**src/pkg/rcr_pkg.sv**
```systemverilog
/*
 * Constants for the control-page register group of the clock.
 * Assumes byte-wide registers reached over a four-wire serial link.
 */
package rcr_pkg;
    // --------------------------------------------------------------
    // Register offsets
    // --------------------------------------------------------------
    localparam logic [5:0] OFS_MAIN_CONTROL = 6'h00;
    localparam logic [5:0] OFS_INTERRUPT_ENABLE = 6'h01;
    localparam logic [5:0] OFS_INTERRUPT_FLAGS = 6'h02;

    // --------------------------------------------------------------
    // Serial command byte layout
    // --------------------------------------------------------------
    localparam int CMD_READ_BIT = 7;
    localparam int ADDR_W = 6;

    // --------------------------------------------------------------
    // Main control fields
    // --------------------------------------------------------------
    localparam int CTL_CLOCK_OUTPUT_SEL = 7;
    localparam int CTL_TIMER_SOURCE_HI = 6;
    localparam int CTL_TIMER_SOURCE_LO = 5;
    localparam int CTL_SELF_RECOVERY_EN = 4;
    localparam int CTL_HOURLY_REFRESH_EN = 3;
    localparam int CTL_TIMER_AUTORELOAD = 2;
    localparam int CTL_COUNTDOWN_EN = 1;
    localparam int CTL_WATCH_TICK_EN = 0;

    // --------------------------------------------------------------
    // Enable and flag fields (same positions in both registers)
    // --------------------------------------------------------------
    localparam int IRQ_ALARM = 0;
    localparam int IRQ_COUNTDOWN = 1;
    localparam int IRQ_LOW_VOLT_ONE = 2;
    localparam int IRQ_LOW_VOLT_TWO = 3;
    localparam int IRQ_SELF_RECOVERY = 4;
    localparam logic [7:0] IRQ_IMPL_MASK = 8'h1F;

    // --------------------------------------------------------------
    // Reset values
    // --------------------------------------------------------------
    localparam logic [7:0] RST_MAIN_CONTROL = 8'h00;
    localparam logic [7:0] RST_INTERRUPT_ENABLE = 8'h00;
    localparam logic [7:0] RST_INTERRUPT_FLAGS = 8'h00;
endpackage

```
**src/logic/rcr_control_regs.sv**
```systemverilog
/*
 * Control-page registers: main control, interrupt enables, interrupt
 * flags and the interrupt output, reached over the serial link.
 * Assumes event inputs are single-cycle pulses on the system clock.
 */
module rcr_control_regs
(
    input wire logic clk_sys_in,
    input wire logic rstn_in,
    input wire logic sclk_in,
    input wire logic cs_n_in,
    input wire logic mosi_in,
    input wire logic alarm_match_in,
    input wire logic countdown_zero_in,
    input wire logic low_volt_threshold_one_in,
    input wire logic low_volt_threshold_two_in,
    input wire logic self_recovery_in,
    output logic sdo_out,
    output logic sdo_oe_out,
    output logic irq_out,
    output logic clock_output_pin_sel_out,
    output logic [1:0] timer_source_select_out,
    output logic self_recovery_enable_out,
    output logic hourly_refresh_enable_out,
    output logic timer_autoreload_enable_out,
    output logic countdown_enable_out,
    output logic watch_tick_enable_out
);
    logic [7:0] main_control;
    logic [7:0] interrupt_enable;
    logic [7:0] interrupt_flags;
    logic rx_valid;
    logic rx_first;
    logic [7:0] rx_byte;
    logic frame_active;
    logic [7:0] tx_byte;
    logic [rcr_pkg::ADDR_W-1:0] addr;
    logic read_cmd;
    logic wr_strobe;
    logic [7:0] events;
    logic [7:0] clear_mask;

    rcr_serial_link u_link
    (
        .clk_sys_in(clk_sys_in),
        .rstn_in(rstn_in),
        .sclk_in(sclk_in),
        .cs_n_in(cs_n_in),
        .mosi_in(mosi_in),
        .tx_byte_in(tx_byte),
        .rx_valid_out(rx_valid),
        .rx_first_out(rx_first),
        .rx_byte_out(rx_byte),
        .frame_active_out(frame_active),
        .sdo_out(sdo_out),
        .sdo_oe_out(sdo_oe_out)
    );

    function automatic logic [7:0] read_reg(input logic [rcr_pkg::ADDR_W-1:0] a,
                                            input logic [7:0] ctl,
                                            input logic [7:0] en,
                                            input logic [7:0] fl);
        logic [7:0] d;
        d = 8'h00;
        case (a)
            rcr_pkg::OFS_MAIN_CONTROL: d = ctl;
            rcr_pkg::OFS_INTERRUPT_ENABLE: d = en & rcr_pkg::IRQ_IMPL_MASK;
            rcr_pkg::OFS_INTERRUPT_FLAGS: d = fl & rcr_pkg::IRQ_IMPL_MASK;
            default: d = 8'h00;
        endcase
        return d;
    endfunction

    // --------------------------------------------------------------
    // Command decode and address auto-increment
    // --------------------------------------------------------------
    always_ff @(posedge clk_sys_in)
    begin
        if (!rstn_in)
        begin
            addr <= '0;
            read_cmd <= 1'b0;
            tx_byte <= 8'h00;
        end
        else if (rx_valid && rx_first)
        begin
            addr <= rx_byte[rcr_pkg::ADDR_W-1:0];
            read_cmd <= rx_byte[rcr_pkg::CMD_READ_BIT];
            tx_byte <= read_reg(rx_byte[rcr_pkg::ADDR_W-1:0], main_control,
                                interrupt_enable, interrupt_flags);
        end
        else if (rx_valid)
        begin
            addr <= addr + 1'b1;
            // Next byte sampled on the same edge this write lands, from the register values before it
            tx_byte <= read_reg(addr + 1'b1, main_control, interrupt_enable,
                                interrupt_flags);
        end
    end

    assign wr_strobe = rx_valid && !rx_first && !read_cmd && frame_active;

    // --------------------------------------------------------------
    // Main control and enables
    // --------------------------------------------------------------
    always_ff @(posedge clk_sys_in)
    begin
        if (!rstn_in)
        begin
            main_control <= rcr_pkg::RST_MAIN_CONTROL;
            interrupt_enable <= rcr_pkg::RST_INTERRUPT_ENABLE;
        end
        else if (wr_strobe)
        begin
            if (addr == rcr_pkg::OFS_MAIN_CONTROL)
            begin
                main_control <= rx_byte;
            end
            if (addr == rcr_pkg::OFS_INTERRUPT_ENABLE)
            begin
                interrupt_enable <= rx_byte & rcr_pkg::IRQ_IMPL_MASK;
            end
        end
    end

    // --------------------------------------------------------------
    // Flags: set by events, cleared by writing zero; set beats clear
    // --------------------------------------------------------------
    always_comb
    begin
        events = 8'h00;
        events[rcr_pkg::IRQ_ALARM] = alarm_match_in;
        events[rcr_pkg::IRQ_COUNTDOWN] = countdown_zero_in;
        events[rcr_pkg::IRQ_LOW_VOLT_ONE] = low_volt_threshold_one_in;
        events[rcr_pkg::IRQ_LOW_VOLT_TWO] = low_volt_threshold_two_in;
        events[rcr_pkg::IRQ_SELF_RECOVERY] = self_recovery_in;
        clear_mask = 8'h00;
        if (wr_strobe && addr == rcr_pkg::OFS_INTERRUPT_FLAGS)
        begin
            clear_mask = ~rx_byte;
        end
    end

    always_ff @(posedge clk_sys_in)
    begin
        if (!rstn_in)
        begin
            interrupt_flags <= rcr_pkg::RST_INTERRUPT_FLAGS;
        end
        else
        begin
            interrupt_flags <= ((interrupt_flags & ~clear_mask) | events)
                               & rcr_pkg::IRQ_IMPL_MASK;
        end
    end

    // --------------------------------------------------------------
    // Interrupt output, silent while the pin is in clock-out mode
    // --------------------------------------------------------------
    always_ff @(posedge clk_sys_in)
    begin
        if (!rstn_in)
        begin
            irq_out <= 1'b0;
        end
        else
        begin
            irq_out <= (|(interrupt_flags & interrupt_enable))
                       && !main_control[rcr_pkg::CTL_CLOCK_OUTPUT_SEL];
        end
    end

    assign clock_output_pin_sel_out = main_control[rcr_pkg::CTL_CLOCK_OUTPUT_SEL];
    assign timer_source_select_out = main_control[rcr_pkg::CTL_TIMER_SOURCE_HI:
                                                  rcr_pkg::CTL_TIMER_SOURCE_LO];
    assign self_recovery_enable_out = main_control[rcr_pkg::CTL_SELF_RECOVERY_EN];
    assign hourly_refresh_enable_out = main_control[rcr_pkg::CTL_HOURLY_REFRESH_EN];
    assign timer_autoreload_enable_out = main_control[rcr_pkg::CTL_TIMER_AUTORELOAD];
    assign countdown_enable_out = main_control[rcr_pkg::CTL_COUNTDOWN_EN];
    assign watch_tick_enable_out = main_control[rcr_pkg::CTL_WATCH_TICK_EN];
endmodule

```
**src/logic/rcr_serial_link.sv**
```systemverilog
/*
 * Serial slave front end: pin synchronisers, byte framing and shifting.
 * Assumes mode 0 framing, MSB first, each clock half-period at least
 * five system cycles so byte data is ready before the next falling edge.
 */
module rcr_serial_link
(
    input wire logic clk_sys_in,
    input wire logic rstn_in,
    input wire logic sclk_in,
    input wire logic cs_n_in,
    input wire logic mosi_in,
    input wire logic [7:0] tx_byte_in,
    output logic rx_valid_out,
    output logic rx_first_out,
    output logic [7:0] rx_byte_out,
    output logic frame_active_out,
    output logic sdo_out,
    output logic sdo_oe_out
);
    logic [2:0] s1;
    logic [2:0] s2;
    logic [2:0] s3;
    logic [2:0] filt;
    logic [2:0] filt_prev;
    logic [2:0] bit_cnt;
    logic first_byte;
    logic [7:0] rx_sh;
    logic [7:0] tx_sh;
    logic sclk_rise;
    logic sclk_fall;
    logic active;

    // --------------------------------------------------------------
    // Pin synchronisers, filtered on agreement of stages two and three
    // --------------------------------------------------------------
    always_ff @(posedge clk_sys_in)
    begin
        if (!rstn_in)
        begin
            s1 <= 3'h2;
            s2 <= 3'h2;
            s3 <= 3'h2;
            filt <= 3'h2;
            filt_prev <= 3'h2;
        end
        else
        begin
            s1 <= {mosi_in, cs_n_in, sclk_in};
            s2 <= s1;
            s3 <= s2;
            for (int i = 0; i < 3; i++)
            begin
                if (s2[i] == s3[i])
                begin
                    filt[i] <= s3[i];
                end
            end
            filt_prev <= filt;
        end
    end

    assign active = !filt[1];
    assign sclk_rise = active && filt[0] && !filt_prev[0];
    assign sclk_fall = active && !filt[0] && filt_prev[0];

    // --------------------------------------------------------------
    // Receive shifting
    // --------------------------------------------------------------
    always_ff @(posedge clk_sys_in)
    begin
        if (!rstn_in || !active)
        begin
            bit_cnt <= 3'h0;
            first_byte <= 1'b1;
            rx_sh <= 8'h00;
            rx_valid_out <= 1'b0;
            rx_first_out <= 1'b0;
            rx_byte_out <= 8'h00;
        end
        else
        begin
            rx_valid_out <= 1'b0;
            if (sclk_rise)
            begin
                rx_sh <= {rx_sh[6:0], filt[2]};
                bit_cnt <= bit_cnt + 3'h1;
                if (bit_cnt == 3'h7)
                begin
                    rx_valid_out <= 1'b1;
                    rx_first_out <= first_byte;
                    rx_byte_out <= {rx_sh[6:0], filt[2]};
                    first_byte <= 1'b0;
                end
            end
        end
    end

    // --------------------------------------------------------------
    // Transmit shifting; a new byte loads on the falling edge after a
    // completed byte, so the command byte itself returns zeros
    // --------------------------------------------------------------
    always_ff @(posedge clk_sys_in)
    begin
        if (!rstn_in || !active)
        begin
            tx_sh <= 8'h00;
        end
        else if (sclk_fall)
        begin
            if (bit_cnt == 3'h0 && !first_byte)
            begin
                tx_sh <= tx_byte_in;
            end
            else
            begin
                tx_sh <= {tx_sh[6:0], 1'b0};
            end
        end
    end

    assign sdo_out = tx_sh[7];
    assign sdo_oe_out = active;
    assign frame_active_out = active;
endmodule

```
**config.mk**
```make
export PLATFORM = sky130hd
export DESIGN_NAME = rcr_control_regs
export DESIGN_NICKNAME = d
export VERILOG_FILES = /design/src/pkg/rcr_pkg.sv /design/src/logic/rcr_control_regs.sv /design/src/logic/rcr_serial_link.sv
export SDC_FILE = /design/constraint.sdc
export NUM_CORES = 1
export LEC_CHECK = 0
export ABC_AREA = 1
export BUFFER_PORTS_ARGS = -buffer_cell sky130_fd_sc_hd__buf_2
export CORE_ASPECT_RATIO = 0.7
export CORE_MARGIN = 4
export CORE_UTILIZATION = 58
export CTS_CLUSTER_SIZE = 10
export DETAILED_ROUTE_END_ITERATION = 16
export HOLD_SLACK_MARGIN = 0.03
export PLACE_DENSITY = 0.75
export SYNTH_ARGS = -nofsm -noshare
export SYNTH_HDL_FRONTEND = slang
export SYNTH_SLANG_ARGS = --single-unit
```
**constraint.sdc**
```tcl
create_clock -name clk_sys_in -period 1.9 [get_ports clk_sys_in]
set_input_delay 0.19 -clock clk_sys_in [delete_from_list [all_inputs] [get_ports clk_sys_in]]
set_output_delay 0.19 -clock clk_sys_in [all_outputs]
set_load 0.02 [all_outputs]
```
## Yosys cells after proc, flatten, opt, wreduce, memory -nomap -nowiden

Cells that the tools add are included.

- Flip-flop bits (word level): 76
- Latch bits: 0
- RAM bits: 0
- Bits in read-only memories: 0
- Input port bits: 10
- Memories kept: 0

- Add/sub/neg operators: 2
- $mul: 0
- Divide/modulo/power cells: 0
- Order comparisons: 0
- Equal/unequal tests: 10
- Shift operators: 0
- Mux-type cells: 9
- Bitwise logic cells: 6
- Reduce and logical (&&, ||, !) cells: 30

Operator list:

| cell | count |
|---|---|
| $pmux W8 S3 | 2 |
| $mux W8 | 3 |
| $eq A6 B1 Y1 const B | 3 |
| $eq A6 B2 Y1 const B | 3 |
| $logic_not A6 Y1 | 3 |
| $mux W6 | 2 |
| $logic_and A1 B1 Y1 | 11 |
| $and A5 B5 Y5 | 2 |
| $not A5 Y5 | 2 |
| $logic_not A1 Y1 | 8 |
| $reduce_or A8 Y1 | 1 |
| $add A6 B1 Y6 const B | 1 |
| $reduce_and A2 Y1 | 3 |
| $mux W5 | 1 |
| $or A5 B5 Y5 | 1 |
| $add A3 B1 Y3 const B | 1 |
| $eq A1 B1 Y1 | 3 |
| $eq A3 B3 Y1 const B | 1 |
| $logic_not A3 Y1 | 1 |
| $reduce_bool A2 Y1 | 1 |
| $reduce_or A2 Y1 | 1 |
| $logic_or A1 B1 Y1 | 1 |
| $mux W1 | 1 |
| $not A1 Y1 | 1 |

## Logic depth before layout (Yosys ltp)

Gate-level depths: netlist of the first run.

- Depth in word-level cells: 9
- Mapped depth: 10

## Cells and area by module

From an unflattened synthesis of the first run, not the netlist that was laid out.

- Cells, all modules: 460
- Area, all modules: 3420.8 µm²

Modules (own cells, without submodules):

| module | instances | cells an instance | area each (µm²) | sequential area each (µm²) |
|---|---|---|---|---|
| rcr_control_regs | 1 | 251 | 1800.5 | 680.7 |
| rcr_serial_link | 1 | 209 | 1620.3 | 840.8 |

## Worst setup path before layout of the first run

Ideal clock, no wire load.

- Path kind: reg2reg
- From: reg addr[0] in the netlist's numbering
- To: reg tx_byte[1]
- Data arrival time: 1559 ps
- Required time: 1830 ps
- Setup slack: 271 ps
- Stages on the path, launching flop included: 11
- Buffers on the path: 1
- Path through: dfxtp_1 ha_1 inv_1 o21ai_1 nand2_1 nor2_4 buf_6 nand3_1 nand3_1 nand3_1 a21oi_1

- Longest elaborated chain between the ends: 5

Ends and longest elaborated chain:

| element | RTL line | text |
|---|---|---|
| from (decl) | rcr_control_regs.sv:37 | `logic [rcr_pkg::ADDR_W-1:0] addr;` |
| from (signal assigned) | rcr_control_regs.sv:87 | `addr <= rx_byte[rcr_pkg::ADDR_W-1:0];` |
| from (signal assigned) | rcr_control_regs.sv:94 | `addr <= addr + 1'b1;` |
| $add A6 B1 Y6 (*) | rcr_control_regs.sv:96 | `tx_byte <= read_reg(addr + 1'b1, main_control, interrupt_enable,` |
| $eq A6 B2 Y1, or another cell as far along | rcr_control_regs.sv:65 | `case (a)` |
| $pmux W8 S3 (*) | rcr_control_regs.sv:65 |  |
| $mux W8 (*) | rcr_control_regs.sv:92 | `else if (rx_valid)` |
| $mux W8 (*) | rcr_control_regs.sv:85 | `else if (rx_valid && rx_first)` |
| to (signal assigned) | rcr_control_regs.sv:89 | `tx_byte <= read_reg(rx_byte[rcr_pkg::ADDR_W-1:0], main_control,` |
| to (signal assigned) | rcr_control_regs.sv:96 |  |
| to (decl) | rcr_control_regs.sv:36 | `logic [7:0] tx_byte;` |

Mark *: on every way between the ends. The rest lies on a longest branch, timed or not. The select of a mux whose other input is x is not followed.
A chain may end at the register's enable or synchronous reset.

## Final worst setup path of the first run

- From: reg addr[0] in the netlist's numbering
- To: reg tx_byte[2]

Same word-level chain as after synthesis.

==> results of run 1 <==
## routing by layer
layer  GRT usage, %  wire [µm]  part of all wire, %
met4           6.76        163                  2.0
met1           33.1       3660                   45
met5              0          0                    0
met2           37.7       3640                   45
met3           7.09        691                  8.5
## cell type report
cell class	count	area share (%)
inverter	55	5.51
timing repair buffer	38	6.48
sequential	76	40.6
clock buffer	10	3.67
multi-input combinational	287	39.4
clock inverter	6	1.87
tap	72	2.40
## repair_timing
action / 4_1_cts / 5_1_grt
hold buffers: 3 / 0
endpoints found under the setup margin: 0 / 11
setup buffers: 0 / 4
gates resized for setup: 0 / 5
hold endpoints to repair: 3 / 0
## state kept, by name (all words and copies together) (netlist names), 5 cells and up
register	cells
u_link.rx_sh	7
interrupt_flags	5
interrupt_enable	5
addr	6
u_link.tx_sh	8
u_link.rx_byte_out	8
main_control	8
tx_byte	8
## logic make-up (layout without fill, tap and decap cells)
kind of cell / count (synthesis) / after routing / share of synthesized area [%]
simple gates: 175 / 175 / 23.8
compound gates: 104 / 104 / 18.0
flops: 76 / 76 / 46.9
buf+inv: 68 / 109 / 8.25
fa+ha+maj: 8 / 8 / 3.09
## power breakdown
group          switching (mW)  internal (mW)  total [mW]
sequential             0.0133           1.61        1.62
combinational          0.0297         0.0233      0.0530
clock                   0.620          0.654        1.27
total                   0.663           2.28        2.95
## synthesized netlist by cell type, drive strengths merged
master	instances
a221oi	1
o21ai	43
o21bai	2
a21oi	38
dfxtp	76
a22oi	5
o221ai	2
clkinv	1
nor3	1
nand3b	1
nand3	46
a311oi	1
buf	5
ha	8
nor2	45
a22o	1
nand4	2
o211ai	7
clkbuf	8
or2	3
inv	54
a31oi	4
nand2	77
## worst max-delay path: cells and delay by family, from the launching register on
kind / cells / cell delay (ns)
AOI/OAI and AO/OA: 1 / 0.12
adders and majority gates: 1 / 0.24
buffers and inverters: 1 / 0.08
DFF: 1 / 0.35
and+or+nand+nor: 7 / 0.89
## worst paths after layout
check / cells after the start / startpoint / slack (ns) / end
max: 10 / addr[0] / 0.15 / tx_byte[2]
min: 3 / alarm_match_in / 0.07 / interrupt_flags[0]
min reg2reg: 1 / u_link.s1[1] / 0.43 / u_link.s2[1]
max reg2reg: 10 / addr[0] / 0.15 / tx_byte[2]
==> metrics.md, run 1 <==
| Metric | Value |
|---|---|
| # port buffers | `20` |
| Period utilisation layout | `92.1%` |
| Worst stage delay on the critical path | `0.35 ns` |
| Mapped Nets | `449` |
| Maximum fanout along the worst path | `6` |
| Die width | `around 100 µm` |
| CTS tree | `done` |
| Routed len/inst | `roughly 15 µm` |
| Crit path kind | `reg -> reg` |
| Clk_lat worst skew | `0.35 ns` |
| Core Region | `0.00534 mm²` |
| Height of the die | `approximately 71 µm` |
| FF+latch count, synth | `between 70 and 80` |
| Cell Rows | `22` |
| TritonCTS Buffers | `9` |
| Pin count of the biggest net entering global routing | `25` |
| Post-detail-place hpwl | `5.97 mm` |
| Worst setup slack after layout | `0.150 ns` |
| Slew @ Worst Pin | `0.409 ns` |
| Drt pass-1 iters | `5` |
| CTS sink cnt | `76` |
| Setup Skew | `0.00752 ns` |
| Post-Syn Area | `0.00324 mm²` |
| Worst setup SP type | `flop` |
| Worst-path clk slew | `0.08 ns` |
| Root Buffer Master | `clkbuf_8` |
| Most frequent cells in the layout | `dfxtp_1, nand2_1, inv_1` |
| Number of distinct library cells after synthesis | `31` |
| CP endpoint kind | `flop` |
| Fin Hold WS | `just over 0.07 ns` |
| Commonest non-fill, non-tap cell in the layout | `dfxtp_1` |
| DR iter-0 viols | `162` |
| Relative slew slack | `72.6%` |
| Filler cell count | `472` |
| Die ar. | `0.00687 mm²` |
| Place WS | `0.114 ns` |
| Status | `finished, final reports clean` |
| Synth top area cells | `dfxtp_1, nand2_1, nand3_1` |
| Area of the multi-input gates | `0.00148 mm²` |
| Initial antenna violation count | `0` |
| Via Count | `3,063` |
| Clock H-tree levels | `3` |
| RD Place Congestion | `0.935` |
| GRT Overall Usage | `about 24%` |
| Global-route wire length before repair | `between 10 and 15 mm` |
| Area share of the largest cell type after synthesis | `46.9%` |
| Area Overhead vs Synth | `15.5%` |
| Max Cap Viol | `0` |
| DRT antenna net count | `0` |
| Util after Layout | `70.2%` |
| Drt total wl | `8.15 mm` |
| Remaining Overflow, GRT | `0` |
| Design area | `about 0.0037 mm²` |
| Final Power | `2.95 mW` |
| Arr. time, crit path | `2.03 ns` |
| Placed Cells | `521` |
| Worst vdd ir | `roughly 760 µV` |
| Clk buf depth | `2` |
| Share of layout cells above drive strength 1 | `around 14%` |
| Storage element area | `0.00152 mm²` |
| Lkg Pwr | `1.64 nW` |
| Hold Vio Cnt, Final | `0` |
| Setup tns final | `0 ns` |
| Initial Util | `60.8%` |
| N_diodes | `0` |
| Crit path top cell by count | `nand2_1` |
| Nets@finish | `485` |
| Syn_area_per_cell | `7.53 µm²` |
| I/O pin total | `21` |
| # setup viols final | `0` |
| CP required | `2.18 ns` |
| CP max stage cell | `dfxtp_1` |
| DP Area | `0.00346 mm²` |
| DRC viols | `0` |
| Syn. warnings | `0` |
| Hold Path Class | `in -> reg` |
| Vias per inst | `5.63` |
| Via count of the first global-routing pass | `2,823` |
| Fmax | `between 500 and 600 MHz` |
| Max-slew violation count | `0` |
| Final Instance Count excl. Fillers | `544` |
| Tmin final | `roughly 1.8 ns` |
| Synth Instances | `~430` |
| Cell Chain, Critical Path | `ha_1, inv_1, nand2_1, nand2_1, nand3_2, nor2_4, nand2_1, nand2_1, nand3_1, a21oi_1` |
| Power per cell area | `787 mW/mm²` |
| Post-synth top area cell | `dfxtp_1` |
| Share of the yosys chip area belonging to registers | `46.9%` |
Note: power is estimated with default switching activity, not from simulation.
==> run 2: changes to the inputs <==
Settings changed: ABC_AREA 1 to 0.
==> metrics.md, run 2 <==
| Metric | Value |
|---|---|
| Met2 capacity usage during global routing | `32.3%` |
| Final Instance Count excl. Fillers | `451` |
| Post-detail-place hpwl | `5.02 mm` |
| Synth top area cells | `dfxtp_1, mux2i_1, nand2_1` |
| DR iter-0 viols | `306` |
| Crit path kind | `reg -> reg` |
| Arr. time, crit path | `1.92 ns` |
| Die width | `97.4 µm` |
| GR Util met1 | `between 30% and 40%` |
| Pin count of the biggest net entering global routing | `30` |
| Drt pass-1 iters | `5` |
| EDFF count, synth | `0` |
| Worst vdd ir | `a little under 600 µV` |
| Slew @ Worst Pin | `0.527 ns` |
| Share of layout cells above drive strength 1 | `16.6%` |
| Nets@finish | `slightly below 400` |
| Hold Vio Cnt, Final | `0` |
| Via count of the first global-routing pass | `2,464` |
| Clk buf depth | `2` |
| Height of the die | `slightly above 70 µm` |
| Worst setup SP type | `flop` |
| Design area | `roughly 0.0037 mm²` |
| GRT met3 Usage | `under 10%` |
| Setup Skew | `0.0107 ns` |
| Power per cell area | `~830 mW/mm²` |
| Share of the yosys chip area belonging to registers | `46.9%` |
| RSZ-0062 raised after global routing | `no` |
| Global-route wire length before repair | `12.2 mm` |
| Most frequent cells in the layout | `dfxtp_1, nand2_1, nor2_1` |
| Setup tns final | `0 ns` |
| Area share of the largest cell type after synthesis | `46.9%` |
| Core Region | `0.00534 mm²` |
| Vias per inst | `roughly 5.9` |
| # port buffers | `20` |
| Via Count | `roughly 2,700` |
| Max-slew violation count | `0` |
| Die ar. | `0.00687 mm²` |
| Number of distinct library cells after synthesis | `43` |
| # setup viols final | `0` |
| Commonest non-fill, non-tap cell in the layout | `dfxtp_1` |
| Placed Cells | `between 400 and 500` |
| RD Place Congestion | `0.860` |
| Mapped Nets | `371` |
| I/O pin total | `21` |
| Syn. warnings | `0` |
| Lkg Pwr | `1.33 nW` |
| CP required | `2.15 ns` |
| Max Cap Viol | `0` |
| Top Usage Layer GRT | `met2` |
| N_diodes | `0` |
| Status | `finished, final reports clean` |
| Top post-synthesis cells by count | `dfxtp_1, nand2_1, nor2_1, mux2i_1, a21oi_1` |
| Fin Hold WS | `0.0499 ns` |
| Synth Flop Type | `dfxtp_1` |
| CP endpoint kind | `flop` |
| Initial Util | `between 60% and 70%` |
| Clock H-tree levels | `3` |
| Worst-path clk slew | `~0.08 ns` |
| DRC viols | `0` |
| Period utilisation layout | `87.5%` |
| Remaining Overflow, GRT | `0` |
| Fmax | `602 MHz` |
| FF+latch count, synth | `76` |
| Syn_area_per_cell | `about 9 µm²` |
| DP Area | `approximately 0.0034 mm²` |
| Hold Path Class | `in -> reg` |
| Cell Rows | `22` |
| Post-synth top area cell | `dfxtp_1` |
| Maximum fanout along the worst path | `7` |
| TritonCTS Buffers | `9` |
| Drt total wl | `7.12 mm` |
| Tmin final | `1.66 ns` |
| DRT antenna net count | `0` |
| Clk_lat worst skew | `approximately 0.34 ns` |
| Fraction of registers with async set/reset | `0%` |
| GRT Overall Usage | `21.8%` |
| Initial antenna violation count | `0` |
| Final Power | `3.03 mW` |
| Synth Instances | `353` |
| CTS sink cnt | `76` |
| Post-Syn Area | `0.00324 mm²` |
| Top-count cell post-synth | `dfxtp_1` |
| Relative slew slack | `64.8%` |
| Area Overhead vs Synth | `12.7%` |
| Filler cell count | `439` |
| Root Buffer Master | `clkbuf_8` |
| CTS tree | `done` |
| Routed len/inst | `15.8 µm` |
run 2: cell types whose count changed after synthesis, moves of 15 or more:
cell	before	now
a21boi_0	0	15
nand2_1	76	50
mux2i_1	0	20
nand3_1	45	16
inv_1	52	8
a21oi_1	38	18
o21ai_0	40	7
run 2: layer usage:
| metal | share of wire [%] | vias to the layer above |
|---|---|---|
| met2 | 44 | 97 |
| li1 | - | 1295 |
| met3 | 7.9 | 13 |
| met4 | 1.3 | 0 |
| met1 | 47 | 1272 |
| met5 | 0 | - |
run 2: repair_timing:
| item | 4_1_cts | 5_1_grt |
|---|---|---|
| endpoints found under the hold margin | 1 | 0 |
| hold buffers | 1 | 0 |
| gates resized for setup | 0 | 3 |
| setup buffers | 0 | 0 |
| setup endpoints to repair | 0 | 5 |
run 2: through the flow:
step / util [%] / setup slack (ns)
2_1_floorplan: - / 0.366
3_3_place_gp: 63.9 / 0.265
3_5_place_dp: 63.9 / 0.177
4_1_cts: 68.3 / 0.162
5_1_grt: 68.5 / 0.00745
6_report: 68.5 / 0.238
run 2: layout make-up:
cell class / instances / area, µm² / share of cell area (%)
multi-input combinational: 247 / 1590 / 43.6
sequential: 76 / 1520 / 41.6
timing repair buffer: 32 / 193 / 5.27
clock buffer: 11 / 141 / 3.87
tap: 72 / 90.1 / 2.46
clock inverter: 5 / 85.1 / 2.33
inverter: 8 / 30.0 / 0.821
run 2: logic make-up (layout without fill, tap and decap cells):
group / count (synthesis) / after routing / synth area share [%]
AO/OA/AOI/OAI: 91 / 91 / 21.2
buffers and inverters: 30 / 56 / 4.13
multiplexers: 20 / 20 / 6.17
adder cells (fa/ha/maj): 8 / 8 / 3.09
AND/OR/NAND/NOR: 127 / 127 / 18.3
flip-flops: 76 / 76 / 46.9
XOR/XNOR: 1 / 1 / 0.270
run 2: worst max-delay path: stages, from the launching register on:
cell and delay [ns]:
dfxtp_1 0.45, ha_2 0.29, and3_1 0.17, nand4_1 0.18, a21o_1 0.28, o221ai_1 0.21
run 2: where the power goes:
part	switching (mW)	internal (mW)	leakage [nW]
clock network	0.580	0.780	0.110
registers	0.0128	1.61	0.616
logic	0.0259	0.0289	0.603
total	0.618	2.42	1.33
run 2: worst paths after layout:
kind / startpoint / end / slack [ns] / depth (start not counted)
worst min-delay path: sclk_in / u_link.s1[0] / 0.05 / 2
worst max register to register: addr[1] / tx_byte[3] / 0.24 / 5
worst max-delay path: addr[1] / tx_byte[3] / 0.24 / 5
worst min register to register: u_link.s1[1] / u_link.s2[1] / 0.41 / 1
